`src/hdl/hmf_pkg.sv`:
```
// How it works
// - Leading pad bytes, count from the offset field, precede each receive frame.
// - Offset field takes any value 0 to 31 bytes, all five bits used.
// - Upper offset bits may change live; new value applies to next output word.
// - Writing one to the status flush bit empties the transmit status FIFO.
// - Writing one to the data flush bit empties the transmit data FIFO.
// - With overrun-allow clear, transmission suspends while the status FIFO is full.
// - With overrun-allow set, transmission continues with a full status FIFO.
// - Status FIFO full interrupt behaves the same whatever overrun-allow holds.
// - Transmitter enable bit enables the transmitter to send FIFO frame data.
// - Enable bit clears itself once stop was requested and transmitter halted.
// - Stop bit lets the current frame finish, then no further frames are sent.
// - Stop bit clears itself once the transmitter has halted.
// - Writes to the stop bit are ignored while it reads one.
// - Skip bit stays one until the skip finishes, then clears itself.
package hmf_pkg;
   //----------------------------------------
   // Register offsets
   //----------------------------------------
   localparam logic [7:0] REG_RX_CFG_LOW_OFS = 8'h6C;
   localparam logic [7:0] REG_TX_CFG_OFS     = 8'h70;
   localparam logic [7:0] REG_RX_DP_OFS      = 8'h78;
   localparam logic [7:0] REG_IRQ_STS_OFS    = 8'h90;
   localparam logic [7:0] REG_IRQ_MSK_OFS    = 8'h94;

   //----------------------------------------
   // Field positions
   //----------------------------------------
   localparam int RX_OFF_LSB     = 8;
   localparam int RX_OFF_MSB     = 12;
   localparam int TXS_FLUSH_BIT  = 15;
   localparam int TXD_FLUSH_BIT  = 14;
   localparam int TX_SAO_BIT     = 2;
   localparam int TX_ON_BIT      = 1;
   localparam int TX_STOP_BIT    = 0;
   localparam int RX_SKIP_BIT    = 31;
   localparam int IRQ_TSF_BIT    = 0;
   localparam int IRQ_STOP_BIT   = 1;
   localparam int IRQ_SKIP_BIT   = 2;
   localparam int IRQ_W          = 3;

   //----------------------------------------
   // Reset values and codes
   //----------------------------------------
   localparam logic [4:0]       RX_OFF_RST  = 5'h00;
   localparam logic [IRQ_W-1:0] IRQ_RST     = 3'h0;
   localparam logic [1:0]       RESP_OKAY   = 2'h0;
   localparam logic [1:0]       RESP_SLVERR = 2'h2;
   localparam logic [7:0]       PAD_BYTE    = 8'h00;

   typedef enum logic [2:0] {
      SH_PASS = 3'h1,
      SH_PAD  = 3'h2,
      SH_SKIP = 3'h4
   } hmf_shift_state_t;
endpackage

```
`src/hdl/hmf_rx_shifter.sv`:
```
`timescale 1ns/100ps
`default_nettype none
module hmf_rx_shifter
   import hmf_pkg::*;
(
   // Clock and reset
   input  wire logic       core_clk_i,
   input  wire logic       srst_i,
   // Control
   input  wire logic [4:0] offset_i,
   input  wire logic       skip_req_i,
   output logic            skip_done_o,
   // Byte stream in
   input  wire logic       in_valid_i,
   input  wire logic [7:0] in_data_i,
   input  wire logic       in_sof_i,
   output logic            in_ready_o,
   // Byte stream out
   output logic            out_valid_o,
   output logic [7:0]      out_data_o,
   output logic            out_sof_o
);
   typedef struct packed {
      hmf_shift_state_t st;
      logic [4:0]       cnt;
      logic [7:0]       hold;
      logic             ready;
      logic             ovalid;
      logic [7:0]       odata;
      logic             osof;
      logic             done;
   } hmf_shift_t;

   localparam hmf_shift_t SH_RST = '{st: SH_PASS, default: '0};

   hmf_shift_t q;
   hmf_shift_t n;
   logic       take;

   always_comb begin
      n = q;
      n.ovalid = 1'b0;
      n.done = 1'b0;
      take = in_valid_i && q.ready;
      unique case (q.st)
         SH_PASS, SH_SKIP: begin
            if (take && in_sof_i) begin
               n.done = (q.st == SH_SKIP);
               if (offset_i != RX_OFF_RST) begin
                  n.hold = in_data_i;
                  n.ovalid = 1'b1;
                  n.odata = PAD_BYTE;
                  n.osof = 1'b1;
                  n.cnt = 5'h01;
                  n.st = SH_PAD;
               end else begin
                  n.ovalid = 1'b1;
                  n.odata = in_data_i;
                  n.osof = 1'b1;
                  n.st = SH_PASS;
               end
            end else if (take && q.st == SH_PASS) begin
               n.ovalid = 1'b1;
               n.odata = in_data_i;
               n.osof = 1'b0;
            end
            // Request still high the cycle after done; no re-entry
            if (q.st == SH_PASS && n.st == SH_PASS && skip_req_i && !q.done) begin
               n.st = SH_SKIP;
            end
         end
         SH_PAD: begin
            n.ovalid = 1'b1;
            n.osof = 1'b0;
            // Live offset compare, so upper bits act on the next word
            if (q.cnt < offset_i) begin
               n.odata = PAD_BYTE;
               n.cnt = q.cnt + 5'h01;
            end else begin
               n.odata = q.hold;
               n.st = SH_PASS;
            end
         end
      endcase
      n.ready = (n.st != SH_PAD);
   end

   always_ff @(posedge core_clk_i) begin
      if (srst_i) begin
         q <= SH_RST;
      end else begin
         q <= n;
      end
   end

   assign in_ready_o  = q.ready;
   assign out_valid_o = q.ovalid;
   assign out_data_o  = q.odata;
   assign out_sof_o   = q.osof;
   assign skip_done_o = q.done;
endmodule
`default_nettype wire

```
`src/hdl/hmf_top.sv`:
```
// Register access over AXI4-Lite was left to the implementer.
`timescale 1ns/100ps
`default_nettype none
module hmf_top
   import hmf_pkg::*;
(
   // Clock and reset
   input  wire logic        core_clk_i,
   input  wire logic        srst_i,
   // AXI4-Lite write address
   input  wire logic        s_axi_awvalid_i,
   input  wire logic [7:0]  s_axi_awaddr_i,
   output logic             s_axi_awready_o,
   // AXI4-Lite write data
   input  wire logic        s_axi_wvalid_i,
   input  wire logic [31:0] s_axi_wdata_i,
   input  wire logic [3:0]  s_axi_wstrb_i,
   output logic             s_axi_wready_o,
   // AXI4-Lite write response
   output logic             s_axi_bvalid_o,
   output logic [1:0]       s_axi_bresp_o,
   input  wire logic        s_axi_bready_i,
   // AXI4-Lite read address
   input  wire logic        s_axi_arvalid_i,
   input  wire logic [7:0]  s_axi_araddr_i,
   output logic             s_axi_arready_o,
   // AXI4-Lite read data
   output logic             s_axi_rvalid_o,
   output logic [31:0]      s_axi_rdata_o,
   output logic [1:0]       s_axi_rresp_o,
   input  wire logic        s_axi_rready_i,
   // Transmit engine
   input  wire logic        tx_halted_i,
   input  wire logic        tx_status_fifo_full_i,
   output logic             tx_enable_o,
   output logic             tx_stop_req_o,
   output logic             tx_suspend_o,
   output logic             tx_status_flush_o,
   output logic             tx_data_flush_o,
   // Receive byte stream in
   input  wire logic        rx_in_valid_i,
   input  wire logic [7:0]  rx_in_data_i,
   input  wire logic        rx_in_sof_i,
   output logic             rx_in_ready_o,
   // Receive byte stream out
   output logic             rx_out_valid_o,
   output logic [7:0]       rx_out_data_o,
   output logic             rx_out_sof_o,
   // Interrupt
   output logic             irq_o
);
   //----------------------------------------
   // State
   //----------------------------------------
   typedef struct packed {
      logic             awready;
      logic             aw_got;
      logic [7:0]       aw_addr;
      logic             wready;
      logic             w_got;
      logic [31:0]      w_data;
      logic [3:0]       w_strb;
      logic             bvalid;
      logic [1:0]       bresp;
      logic             arready;
      logic             rvalid;
      logic [31:0]      rdata;
      logic [1:0]       rresp;
      logic [4:0]       rx_payload_byte_offset;
      logic             tx_status_overrun_allow;
      logic             tx_on;
      logic             tx_stop;
      logic             rx_frame_skip;
      logic             tx_status_flush;
      logic             tx_data_flush;
      logic             tx_suspend;
      logic [IRQ_W-1:0] irq_sts;
      logic [IRQ_W-1:0] irq_msk;
      logic             irq;
   } hmf_regs_t;

   localparam hmf_regs_t REGS_RST = '{
      rx_payload_byte_offset: RX_OFF_RST,
      irq_sts: IRQ_RST,
      irq_msk: IRQ_RST,
      default: '0
   };

   hmf_regs_t        q;
   hmf_regs_t        n;
   logic             wr_fire;
   logic             stop_done;
   logic             skip_done;
   logic [IRQ_W-1:0] events;

   //----------------------------------------
   // Address decode
   //----------------------------------------
   function automatic logic is_mapped(input logic [7:0] addr);
      is_mapped = (addr == REG_RX_CFG_LOW_OFS) || (addr == REG_TX_CFG_OFS) ||
                  (addr == REG_RX_DP_OFS) || (addr == REG_IRQ_STS_OFS) ||
                  (addr == REG_IRQ_MSK_OFS);
   endfunction

   function automatic logic [31:0] read_word(input logic [7:0] addr, input hmf_regs_t r);
      logic [31:0] d;
      d = 32'h0000_0000;
      unique case (addr)
         REG_RX_CFG_LOW_OFS: d[RX_OFF_MSB:RX_OFF_LSB] = r.rx_payload_byte_offset;
         REG_TX_CFG_OFS: begin
            d[TX_SAO_BIT]  = r.tx_status_overrun_allow;
            d[TX_ON_BIT]   = r.tx_on;
            d[TX_STOP_BIT] = r.tx_stop;
         end
         REG_RX_DP_OFS:   d[RX_SKIP_BIT] = r.rx_frame_skip;
         REG_IRQ_STS_OFS: d[IRQ_W-1:0] = r.irq_sts;
         REG_IRQ_MSK_OFS: d[IRQ_W-1:0] = r.irq_msk;
         default:         d = 32'h0000_0000;
      endcase
      read_word = d;
   endfunction

   //----------------------------------------
   // Next state
   //----------------------------------------
   always_comb begin
      n = q;
      n.tx_status_flush = 1'b0;
      n.tx_data_flush = 1'b0;

      // Address and data latch in either order
      if (s_axi_awvalid_i && q.awready) begin
         n.aw_got = 1'b1;
         n.aw_addr = s_axi_awaddr_i;
      end
      if (s_axi_wvalid_i && q.wready) begin
         n.w_got = 1'b1;
         n.w_data = s_axi_wdata_i;
         n.w_strb = s_axi_wstrb_i;
      end

      // Hardware clears ahead of software writes
      stop_done = q.tx_stop && tx_halted_i;
      if (stop_done) begin
         n.tx_stop = 1'b0;
         n.tx_on = 1'b0;
      end
      if (skip_done) begin
         n.rx_frame_skip = 1'b0;
      end

      wr_fire = q.aw_got && q.w_got && !q.bvalid;
      if (wr_fire) begin
         n.aw_got = 1'b0;
         n.w_got = 1'b0;
         n.bvalid = 1'b1;
         n.bresp = is_mapped(q.aw_addr) ? RESP_OKAY : RESP_SLVERR;
         unique case (q.aw_addr)
            REG_RX_CFG_LOW_OFS: begin
               if (q.w_strb[1]) begin
                  n.rx_payload_byte_offset = q.w_data[RX_OFF_MSB:RX_OFF_LSB];
               end
            end
            REG_TX_CFG_OFS: begin
               if (q.w_strb[1]) begin
                  n.tx_status_flush = q.w_data[TXS_FLUSH_BIT];
                  n.tx_data_flush = q.w_data[TXD_FLUSH_BIT];
               end
               if (q.w_strb[0]) begin
                  n.tx_status_overrun_allow = q.w_data[TX_SAO_BIT];
                  if (!stop_done) begin
                     n.tx_on = q.w_data[TX_ON_BIT];
                  end
                  if (!q.tx_stop) begin
                     n.tx_stop = q.w_data[TX_STOP_BIT];
                  end
               end
            end
            REG_RX_DP_OFS: begin
               if (q.w_strb[3] && q.w_data[RX_SKIP_BIT]) begin
                  n.rx_frame_skip = 1'b1;
               end
            end
            REG_IRQ_STS_OFS: begin
               if (q.w_strb[0]) begin
                  n.irq_sts = q.irq_sts & ~q.w_data[IRQ_W-1:0];
               end
            end
            REG_IRQ_MSK_OFS: begin
               if (q.w_strb[0]) begin
                  n.irq_msk = q.w_data[IRQ_W-1:0];
               end
            end
            default: begin
               n.bresp = RESP_SLVERR;
            end
         endcase
      end
      if (q.bvalid && s_axi_bready_i) begin
         n.bvalid = 1'b0;
      end
      n.awready = !n.aw_got && !n.bvalid;
      n.wready = !n.w_got && !n.bvalid;

      // Read channel, one outstanding
      if (s_axi_arvalid_i && q.arready) begin
         n.rvalid = 1'b1;
         n.rdata = read_word(s_axi_araddr_i, q);
         n.rresp = is_mapped(s_axi_araddr_i) ? RESP_OKAY : RESP_SLVERR;
      end
      if (q.rvalid && s_axi_rready_i) begin
         n.rvalid = 1'b0;
      end
      n.arready = !n.rvalid;

      // Suspend only when overrun not allowed
      n.tx_suspend = tx_status_fifo_full_i && !n.tx_status_overrun_allow;

      // Event set wins over a same-cycle clear
      events = '0;
      events[IRQ_TSF_BIT] = tx_status_fifo_full_i;
      events[IRQ_STOP_BIT] = stop_done;
      events[IRQ_SKIP_BIT] = skip_done;
      n.irq_sts = n.irq_sts | events;
      n.irq = |(n.irq_sts & n.irq_msk);
   end

   always_ff @(posedge core_clk_i) begin
      if (srst_i) begin
         q <= REGS_RST;
      end else begin
         q <= n;
      end
   end

   //----------------------------------------
   // Receive offset and skip path
   //----------------------------------------
   hmf_rx_shifter u_shifter (
      .core_clk_i  (core_clk_i),
      .srst_i      (srst_i),
      .offset_i    (q.rx_payload_byte_offset),
      .skip_req_i  (q.rx_frame_skip),
      .skip_done_o (skip_done),
      .in_valid_i  (rx_in_valid_i),
      .in_data_i   (rx_in_data_i),
      .in_sof_i    (rx_in_sof_i),
      .in_ready_o  (rx_in_ready_o),
      .out_valid_o (rx_out_valid_o),
      .out_data_o  (rx_out_data_o),
      .out_sof_o   (rx_out_sof_o)
   );

   //----------------------------------------
   // Outputs
   //----------------------------------------
   assign s_axi_awready_o   = q.awready;
   assign s_axi_wready_o    = q.wready;
   assign s_axi_bvalid_o    = q.bvalid;
   assign s_axi_bresp_o     = q.bresp;
   assign s_axi_arready_o   = q.arready;
   assign s_axi_rvalid_o    = q.rvalid;
   assign s_axi_rdata_o     = q.rdata;
   assign s_axi_rresp_o     = q.rresp;
   assign tx_enable_o       = q.tx_on;
   assign tx_stop_req_o     = q.tx_stop;
   assign tx_suspend_o      = q.tx_suspend;
   assign tx_status_flush_o = q.tx_status_flush;
   assign tx_data_flush_o   = q.tx_data_flush;
   assign irq_o             = q.irq;
endmodule
`default_nettype wire

```
`config.mk`:
```
export PLATFORM = sky130hd
export DESIGN_NAME = hmf_top
export DESIGN_NICKNAME = d
export VERILOG_FILES = /design/src/hdl/hmf_pkg.sv /design/src/hdl/hmf_rx_shifter.sv /design/src/hdl/hmf_top.sv
export SDC_FILE = /design/constraint.sdc
export NUM_CORES = 1
export LEC_CHECK = 0
export ABC_AREA = 1
export BUFFER_PORTS_ARGS = -buffer_cell sky130_fd_sc_hd__buf_2
export CAP_MARGIN = 20
export CORE_UTILIZATION = 40
export CTS_BUF_LIST = sky130_fd_sc_hd__clkbuf_2
export CTS_CLUSTER_SIZE = 8
export DETAILED_ROUTE_END_ITERATION = 7
export PLACE_DENSITY_LB_ADDON = 0.3
export RECOVER_POWER = 50
export SLEW_MARGIN = 40
export SYNTH_ARGS = -nofsm -noshare
export SYNTH_HDL_FRONTEND = slang
export SYNTH_SLANG_ARGS = --single-unit
```
`constraint.sdc`:
```
create_clock -name core_clk_i -period 4.5 [get_ports core_clk_i]
set_input_delay 0.675 -clock core_clk_i [delete_from_list [all_inputs] [get_ports core_clk_i]]
set_output_delay 0.675 -clock core_clk_i [all_outputs]
set_load 0.05 [all_outputs]
```
==> results by group, run 1 <==
STA
  • Max-slew headroom at the worst pin: 14.3%
  • Setup TNS: 0 ns
  • Min cycle time layout: approximately 2.1 ns
  • Clock skew: between 0.02 and 0.03 ns
  • Setup-failing EPs final: 0
  • Final Cycle Share: a little under half
  • Fin. max-slew vios: 0
  • Hold Fails Final Rpt: 0
  • RSZ-0062 raised after global routing: no
  • Fmax achieved: 0.468 GHz
  • Worst-margin pin slew: 1.29 ns

Floorplan
  • Io pins: around 130
  • Die height: around 110 µm
  • Row cnt: 37
  • Chip width: 105 µm
  • Die area: around 11000 µm²
  • Core footprint: 10300 µm²
  • Starting density of the core: between 40% and 50%

Global routing
  • Initial antenna violation count: 0
  • Total gr overflow: 0
  • Vias in the first global route: 3321
  • Largest net degree at the start of global routing: 62
  • First-pass GRT wire length: 14700 µm
  • Global Route Usage Sum: 16.6%

CTS
  • CTS tree: yes
  • Resized cells post-CTS: 0
  • Maximum root-to-sink buffer count: 2
  • Clk pin slew, worst setup/hold paths: 0.22 ns
  • Clk Latency, worst-skew pair: about 0.55 ns
  • Htree depth: 3
  • Cts hold-fix bufs: 0
  • CTS Buf Count: 9
  • CTS sink count: slightly below 90
  • CTS Root Cell: clkbuf_2
  • Setup Buffers After CTS: 0

Logic synthesis
  • FF+latch count, synth: 87
  • Area share of the largest cell type after synthesis: 40.9%
  • Most area-consuming cells after synthesis: dfxtp_1 41%, nor2_1 8.5%, buf_4 7.8%, nand2_1 7.5%, nand3_1 5.4%
  • Yosys warns: 0
  • Synth cell types: 34
  • Post-synthesis sequential area ratio: 40.9%
  • Synthesized instance count: 583
  • Avg Synthesized Cell Area: roughly 7.3 µm²
  • Leading area contributor after synthesis: dfxtp_1
  • Synthesized area: 4260 µm²

Route
  • Number of remaining DRC errors: 0
  • Pre-antenna DRT Iters: 5
  • Post-DRT Antenna Nets: 0
  • WL/cell: between 10 and 15 µm
  • Via density: between 4 and 5
  • Via count: 3620
  • Drt total wl: about 8700 µm
  • DRT iter0 DRCs: ~210

Cells and area
  • Most frequent cells in the layout: 98 x nor2_1, 87 x dfxtp_1, 85 x nand2_1, 80 x buf_2, 57 x inv_1
  • Layout cells sized above 1: about a fifth
  • Fin util: around 45%
  • N_diodes: 0
  • Design area: 4600 µm²
  • Syn-to-layout area delta: 7.93%
  • Total Nets Final: approximately 710
  • Fillers: about 1.1k
  • Fin cells: just under 800
  • Leading cell type in the layout, fill and taps excluded: nor2_1

Setup path
  • Worst-path fanout max: 61
  • FF-to-FF Start: q[18]
  • Crit path DAT: around 2.6 ns
  • Setup crit end kind: flop
  • Critical path type: input pin to flop
  • Most frequent cell on the critical path: nand2_1
  • Slowest stage cell, crit path: clkbuf_1
  • CP startpoint: srst_i
  • Worst path required time: 4.96 ns
  • CP max stage delay: 0.92 ns
  • CP Cell Sequence: clkbuf_1 > inv_4 > nand2_1 > nand2_1 > nand2_1 > nand3_1
  • Type of origin of the critical path: input pin

Flow run
  • Max Cap Viol: 0

Run status
  • Status: finished, final reports clean

Place
  • Routability Congestion: 0.807
  • Placed insts: 763
  • Buffers on Ports: 81
  • Area after DPL: around 4500 µm²
  • DP Wirelength: 6460 µm

Power and ir drop
  • VDD IR max: 131 µV
  • Leakage power: ~2.1 nW
  • PwrDens: 324 nW/µm²

Worst hold path
  • Hold crit path type: input pin to flop
  • Hold_sp: s_axi_wstrb_i[1]
-- cells in the mapped netlist --
cell,n
a211oi_1,1
a21oi_1,40
a21oi_2,2
and2_1,1
and3_1,1
buf_2,3
buf_4,44
buf_6,3
clkbuf_1,11
conb_1,1
dfxtp_1,87
ha_1,5
inv_1,56
inv_2,7
nand2_1,85
nand2_2,2
nand2_4,3
nand2_8,1
nand3_1,46
nand3_2,5
nand3_4,3
nand3b_1,1
nand4_1,5
nor2_1,96
nor2_2,5
nor3_1,4
nor3_2,3
nor3_4,1
o21ai_0,45
o21ai_1,7
o21ai_2,5
o21ba_2,1
xnor2_1,1
xor2_1,2
-- layout make-up --
| class | count | area [µm²] | share of cell area [%] |
|---|---|---|---|
| Clock buffer | 10 | 50.0 | 1.09 |
| Inverter | 63 | 239 | 5.20 |
| Timing Repair Buffer | 81 | 404 | 8.79 |
| Tap cell | 136 | 170 | 3.70 |
| Sequential cell | 87 | 1740 | 37.9 |
| Clock inverter | 6 | 75.1 | 1.63 |
| Multi-Input combinational cell | 396 | 1920 | 41.7 |
-- state kept, by name (all words and copies together), names as in the netlist, 8 cells and up --
signal and cells:
q 37, u_shifter.q 16, s_axi_rdata_o 9, u_shifter.out_data_o 8
-- critical path, delay by kind of cell --
| family | cells | cell delay (ns) |
|---|---|---|
| buffers and inverters | 2 | 1.42 |
| and+or+nand+nor | 4 | 0.49 |
-- cells by family after synthesis --
| family | count (synthesis) | synth area share [%] |
|---|---|---|
| AOI/OAI and AO/OA | 101 | 12.7 |
| xor gates and xnor gates | 3 | 0.617 |
| adders and majority gates | 5 | 1.47 |
| buffers and inverters | 124 | 15.4 |
| DFF | 87 | 40.9 |
| other | 1 | 0.0881 |
| and+or+nand+nor | 262 | 28.8 |
-- worst paths after layout --
path	endpoint	slack, ns	depth (start not counted)
setup / recovery	irq_o	2.37	6
hold / removal	q[59]	0.36	3
setup reg to reg	u_shifter.q[22]	2.63	8
hold reg to reg	tx_data_flush_o	0.45	2
-- routing by layer --
layer  vias up  GRT usage, %  share of wire, %
met4         0          6.84               1.6
met1      1590          21.9                50
met2        98          25.9                43
li1       1921             -                 -
met5         -             0                 0
met3        11          4.30               5.5
-- power breakdown --
part | switching [mW] | total [mW] | internal, mW | leakage [nW]
logic | 0.180 | 0.234 | 0.0537 | 1.33
registers | 0.0182 | 0.823 | 0.805 | 0.710
clock network | 0.253 | 0.432 | 0.179 | 0.0761
-- stage by stage --
step	hold WS (ns)	total power [mW]	worst slack [ns]
finish	0.355	1.49	2.37
CTS	0.311	1.51	2.53
global placement	0.423	1.07	2.25
floorplan	0.416	1.05	2.88
detailed placement	0.431	1.07	2.43
global route	0.306	1.56	2.18
Note: power is estimated with default switching activity, not from simulation.
==> run 2, diff against run 1 <==
clock period = 1.8 ns   (was 4.5 ns; I/O delays follow)
==> run 2 against run 1 <==
Net effect:
- worst setup slack lost 2.3 ns
- sequential share of layout area shrank 2.6 points
- register-to-register slack lost 2.5 ns
- clock skew shrank 0.0052 ns
- non-clock buffer count grew 38
==> results by group, run 2 (synthesis results as in run 1) <==
Setup path
  • Worst path required time: between 2 and 2.5 ns
  • CP Depth: 8
  • Reg2reg setup slack: around 0.098 ns
  • Crit path DAT: 2.15 ns
  • Crit path max-delay family: simple AND/OR/NAND/NOR gates
  • Most frequent cell on the critical path: a21oi_1
  • Critical path type: flop to flop
  • CP startpoint: q[18]
  • CP Cell Sequence: inv_1 > ha_1 > a21oi_1 > nand3_4 > nand2_4 > nand2_2 > nand2_1 > a21oi_1
  • CP endpoint: u_shifter.q[24]
  • R2R depth: 8
  • Slowest stage cell, crit path: dfxtp_2
  • Setup crit end kind: flop
  • Worst-path fanout max: 9
  • CP bufs+invs: 1
  • FF-to-FF Start: q[18]
  • CP max stage delay: approximately 0.40 ns
  • Type of origin of the critical path: flop
  • R2r endpoint: u_shifter.q[24]

STA
  • Worst-margin pin slew: 0.588 ns
  • Hold_ws: 0.0166 ns
  • Fin. max-slew vios: 0
  • Final Cycle Share: 94.5%
  • Setup-failing EPs final: 0
  • Fmax achieved: around 0.6 GHz
  • Clock skew: 0.0219 ns
  • Max-slew headroom at the worst pin: between 60% and 70%
  • Hold Fails Final Rpt: 0
  • Min cycle time layout: 1.70 ns
  • Final WS setup: roughly 0.1 ns

Floorplan
  • Io pins: 129
  • Chip width: ~110 µm
  • Core footprint: 10300 µm²
  • Die height: between 100 and 150 µm
  • Die area: 11100 µm²
  • Row cnt: 37
  • Starting density of the core: between 40 and 50%

Run status
  • Status: finished, final reports clean

CTS
  • Setup Buffers After CTS: 0
  • CTS Buf Count: 9
  • CTS Root Cell: clkbuf_2
  • Clk pin slew, worst setup/hold paths: 0.23 ns
  • Htree depth: 3
  • CTS sink count: slightly below 90
  • Clk Latency, worst-skew pair: 0.55 ns
  • CTS tree: yes
  • Maximum root-to-sink buffer count: 2

Place
  • DP Wirelength: 6690 µm
  • Buffers on Ports: 81
  • Placed insts: 771
  • Area after DPL: between 4000 and 5000 µm²
  • Pre-CTS WS: 0.0370 ns
  • Routability Congestion: 0.795

Global routing
  • Met2 GRT Util: a little over a quarter
  • Global Route met3 Usage: 4.05%
  • Global Route Usage Sum: 17.7%
  • Largest net degree at the start of global routing: 25
  • First-pass GRT wire length: 15700 µm
  • Met1 usage: 24.2%
  • Total gr overflow: 0
  • Vias in the first global route: 3463
  • Initial antenna violation count: 0
  • Grt peak-use layer: met2

Route
  • DRT iter0 DRCs: 210
  • Pre-antenna DRT Iters: 4
  • Post-DRT Antenna Nets: 0
  • Number of remaining DRC errors: 0
  • Drt total wl: just over 9000 µm
  • WL/cell: 11.4 µm
  • Via density: between 4 and 5
  • Via count: 3796

Power and ir drop
  • VDD IR max: 381 µV
  • Leakage power: 2.27 nW
  • PwrDens: 720 nW/µm²

Cells and area
  • Design area: 4940 µm²
  • N_diodes: 0
  • Layout cells sized above 1: about a fifth
  • Total Nets Final: 752
  • Fin cells: 817
  • Leading cell type in the layout, fill and taps excluded: nor2_1
  • Reg with most FFs: q
  • Syn-to-layout area delta: 16.0%
  • Fin util: 47.8%
  • Most frequent cells in the layout: 98 x nor2_1, 86 x dfxtp_1, 85 x nand2_1, 79 x buf_2, 57 x inv_1
  • Max reg flops: 37

Worst hold path
  • Hold crit path type: input pin to flop

Flow run
  • Max Cap Viol: 0
==> run 2: how the worst min path moves through the flow <==
stage / startpoint / endpoint / depth (start not counted)
after CTS: s_axi_wdata_i[0] / q[62] / 3
after detailed placement: q[76] / tx_data_flush_o / 2
after global placement: q[77] / tx_status_flush_o / 2
final: s_axi_awaddr_i[3] / q[99] / 3
after global routing: s_axi_wdata_i[1] / q[63] / 3
after floorplan: q[76] / tx_data_flush_o / 2
==> run 2: cell type report <==
type                       instances  area [µm²]
multi-input combinational        396        1950
inverter                          63         236
timing repair buffer             119         759
clock inverter                     4        22.5
clock buffer                      12        60.1
fill                            1029        5390
tap                              136         170
sequential                        87        1740
==> run 2: timing repair <==
action | 4_1_cts | 5_1_grt
hold buffers | 26 | 4
hold endpoints to repair | 27 | 5
gates resized for setup | 1 | 2
pin swaps | 0 | 1
endpoints found under the setup margin | 2 | 8
==> run 2: report_power, final <==
group	internal, mW	switching [mW]	total [mW]
Clock	0.189	0.664	0.853
Combinational	0.184	0.462	0.646
Sequential	2.01	0.0467	2.06
Total	2.39	1.17	3.56
==> run 2: routing by layer <==
layer  up-vias  wire (µm)  part of all wire, %
met1      1691       4700                   50
met2       100       4010                   43
met4         0        142                  1.5
li1       1992          -                    -
met3        13        486                  5.2
met5         -          0                    0
==> run 2: worst reg2reg max path: cells and delay by family, from the launching register on <==
family	cells	cell delay [ns]
buf+inv	1	0.04
compound gates	2	0.31
simple gates	4	0.54
flops	1	0.40
fa+ha+maj	1	0.30
==> run 2: through the flow <==
stage / power [mW] / TNS (ns)
floorplan: 2.62 / 0
global placement: 2.68 / 0
detailed placement: 2.69 / 0
CTS: 3.57 / 0
global route: 3.75 / -0.0719
finish: 3.56 / 0
==> run 3, diff against run 2 <==
HOLD_SLACK_MARGIN = 0.12   (was default)
==> run 3 against run 2 <==
Net effect:
- power increased by 0.40%
- critical path type is now input pin to flop
- design area rose by 3.5%
- non-clock buffer count increased by 18
- clock skew about the same
- core utilization is 1.7 points higher
- sequential power is essentially flat
- highest routed layer unchanged
- first-iteration DRC count shrank 11%
- sequential share of layout area decreased by 1.2 points
==> results by group, run 3 (synthesis results as in run 1) <==
Setup path
  • Critical path type: input pin to flop
  • Most frequent cell on the critical path: dlygate4sd3_1
  • Crit path max-delay family: buffers and inverters
  • CP max stage delay: 0.65 ns
  • CP bufs+invs: 4
  • CP Cell Sequence: dlygate4sd3_1 > buf_2 > nor2_1 > inv_1 > nor3_2 > dlygate4sd3_1 > nand3_1 > a21oi_1
  • Slowest stage cell, crit path: dlygate4sd3_1
  • Worst-path fanout max: 4
  • Setup crit end kind: flop
  • Worst path required time: between 2 and 2.5 ns
  • Crit path DAT: 2.21 ns
  • Type of origin of the critical path: input pin

Route
  • Via count: 3862
  • Post-DRT Antenna Nets: 0
  • Drt total wl: 9560 µm
  • WL/cell: ~11 µm
  • Via density: ~4.6
  • Pre-antenna DRT Iters: 4
  • Number of remaining DRC errors: 0
  • DRT iter0 DRCs: 186

Power and ir drop
  • Leakage power: around 2.3 nW
  • VDD IR max: approximately 380 µV
  • PwrDens: 699 nW/µm²

Floorplan
  • Io pins: 129
  • Die height: 105 µm
  • Row cnt: 37
  • Die area: 11100 µm²
  • Core footprint: 10300 µm²
  • Starting density of the core: 41.2%
  • Chip width: 105 µm

STA
  • Min cycle time layout: between 1.5 and 2 ns
  • Setup TNS: 0 ns
  • Fin. max-slew vios: 0
  • Setup-failing EPs final: 0
  • Hold Fails Final Rpt: 0
  • Final Cycle Share: a little over nine tenths
  • Final WS setup: 0.0922 ns
  • Fmax achieved: 0.586 GHz
  • Clock skew: roughly 0.022 ns
  • Worst-margin pin slew: 0.588 ns
  • Max-slew headroom at the worst pin: 61.0%

Global routing
  • Global Route Usage Sum: 18.0%
  • First-pass GRT wire length: 16000 µm
  • Total gr overflow: 0
  • Largest net degree at the start of global routing: 25
  • Vias in the first global route: 3565
  • Initial antenna violation count: 0

CTS
  • CTS Root Cell: clkbuf_2
  • CTS tree: yes
  • Clk pin slew, worst setup/hold paths: 0.23 ns
  • Clk Latency, worst-skew pair: 0.54 ns
  • CTS sink count: 87
  • CTS Buf Count: 9
  • Htree depth: 3
  • Setup Buffers After CTS: 0
  • Maximum root-to-sink buffer count: 2

Flow run
  • Max Cap Viol: 0

Worst hold path
  • Hold crit path type: input pin to flop

Cells and area
  • Max reg flops: 37
  • Reg with most FFs: q
  • Layout cells sized above 1: 19.0%
  • Total Nets Final: 770
  • N_diodes: 0
  • Syn-to-layout area delta: 20.0%
  • Leading cell type in the layout, fill and taps excluded: nor2_1
  • Fin cells: 835
  • Fillers: 1017
  • Most frequent cells in the layout: 99 x nor2_1, 86 x dfxtp_1, 85 x nand2_1, 76 x buf_2, 56 x inv_1

Place
  • Buffers on Ports: 81
  • Placed insts: 771
  • DP Wirelength: 6690 µm
  • Pre-CTS WS: between 0.03 and 0.04 ns
  • Routability Congestion: about 0.79

Run status
  • Status: finished, final reports clean
run 3: cell count changes in the layout (fill, tap and decap cells not counted):
cell,before,now
clkbuf_2,12,15
inv_1,57,56
nand3_1,48,49
o21ai_2,5,4
inv_2,6,7
a21oi_2,2,3
dlygate4sd3_1,30,48
nor2_2,3,2
o21ai_0,46,47
nor2_1,98,99
buf_2,79,76
nand3_2,2,1
a21oi_1,40,39
run 3: per-stage QoR:
stage	hold WS [ns]	cell area (µm²)	util [%]	total power [mW]
4_1_cts	0.127	5100	49.4	3.59
6_report	0.152	5110	49.5	3.57
5_1_grt	0.148	5110	49.5	3.78
3_5_place_dp	0.425	4560	44.2	2.69
3_3_place_gp	0.421	4560	44.2	2.68
2_1_floorplan	0.416	4350	-	2.62
run 3: per-layer routing:
metal / global-route usage [%] / wire length [µm] / vias up
li1: - / - / 2025
met1: 24.1 / 4760 / 1733
met2: 28.5 / 4250 / 93
met3: 4.12 / 422 / 11
met4: 5.94 / 117 / 0
met5: 0 / 0 / -
run 3: tightest hold or removal path: stages:
cell,delay (ns)
buf_2,0.08
nand2_1,0.12
o21ai_0,0.18
nor2_1,0.04
run 3: path summary, 6_finish.rpt:
check	from	endpoint	slack, ns	depth (start not counted)
max	s_axi_araddr_i[1]	s_axi_rdata_o[8]	0.09	8
min	s_axi_wvalid_i	q[74]	0.15	4
max reg2reg	q[18]	u_shifter.q[22]	0.13	10
min reg2reg	q[77]	tx_status_flush_o	0.45	2
run 3: what timing repair did:
item,in CTS,in global routing
resized for setup,1,3
endpoints found under the hold margin,58,2
endpoints found under the setup margin,2,8
pin swaps,0,1
hold buffers,45,3
run 3: final cells by class:
cell class	count	area, µm²	share of cell area, %
multi-input cells	396	1940	37.9
flip-flops and latches	87	1740	34.1
clock buffers	12	60.1	1.18
inverters	63	236	4.63
repair buffers	137	940	18.4
clock inverters	4	22.5	0.441
well taps	136	170	3.33
run 3: report_power, final:
part           leakage (nW)  total (mW)  switching (mW)  internal [mW]
clock network        0.0533       0.844           0.655          0.189
registers             0.710        2.06          0.0471           2.01
logic                  1.58       0.669           0.464          0.205
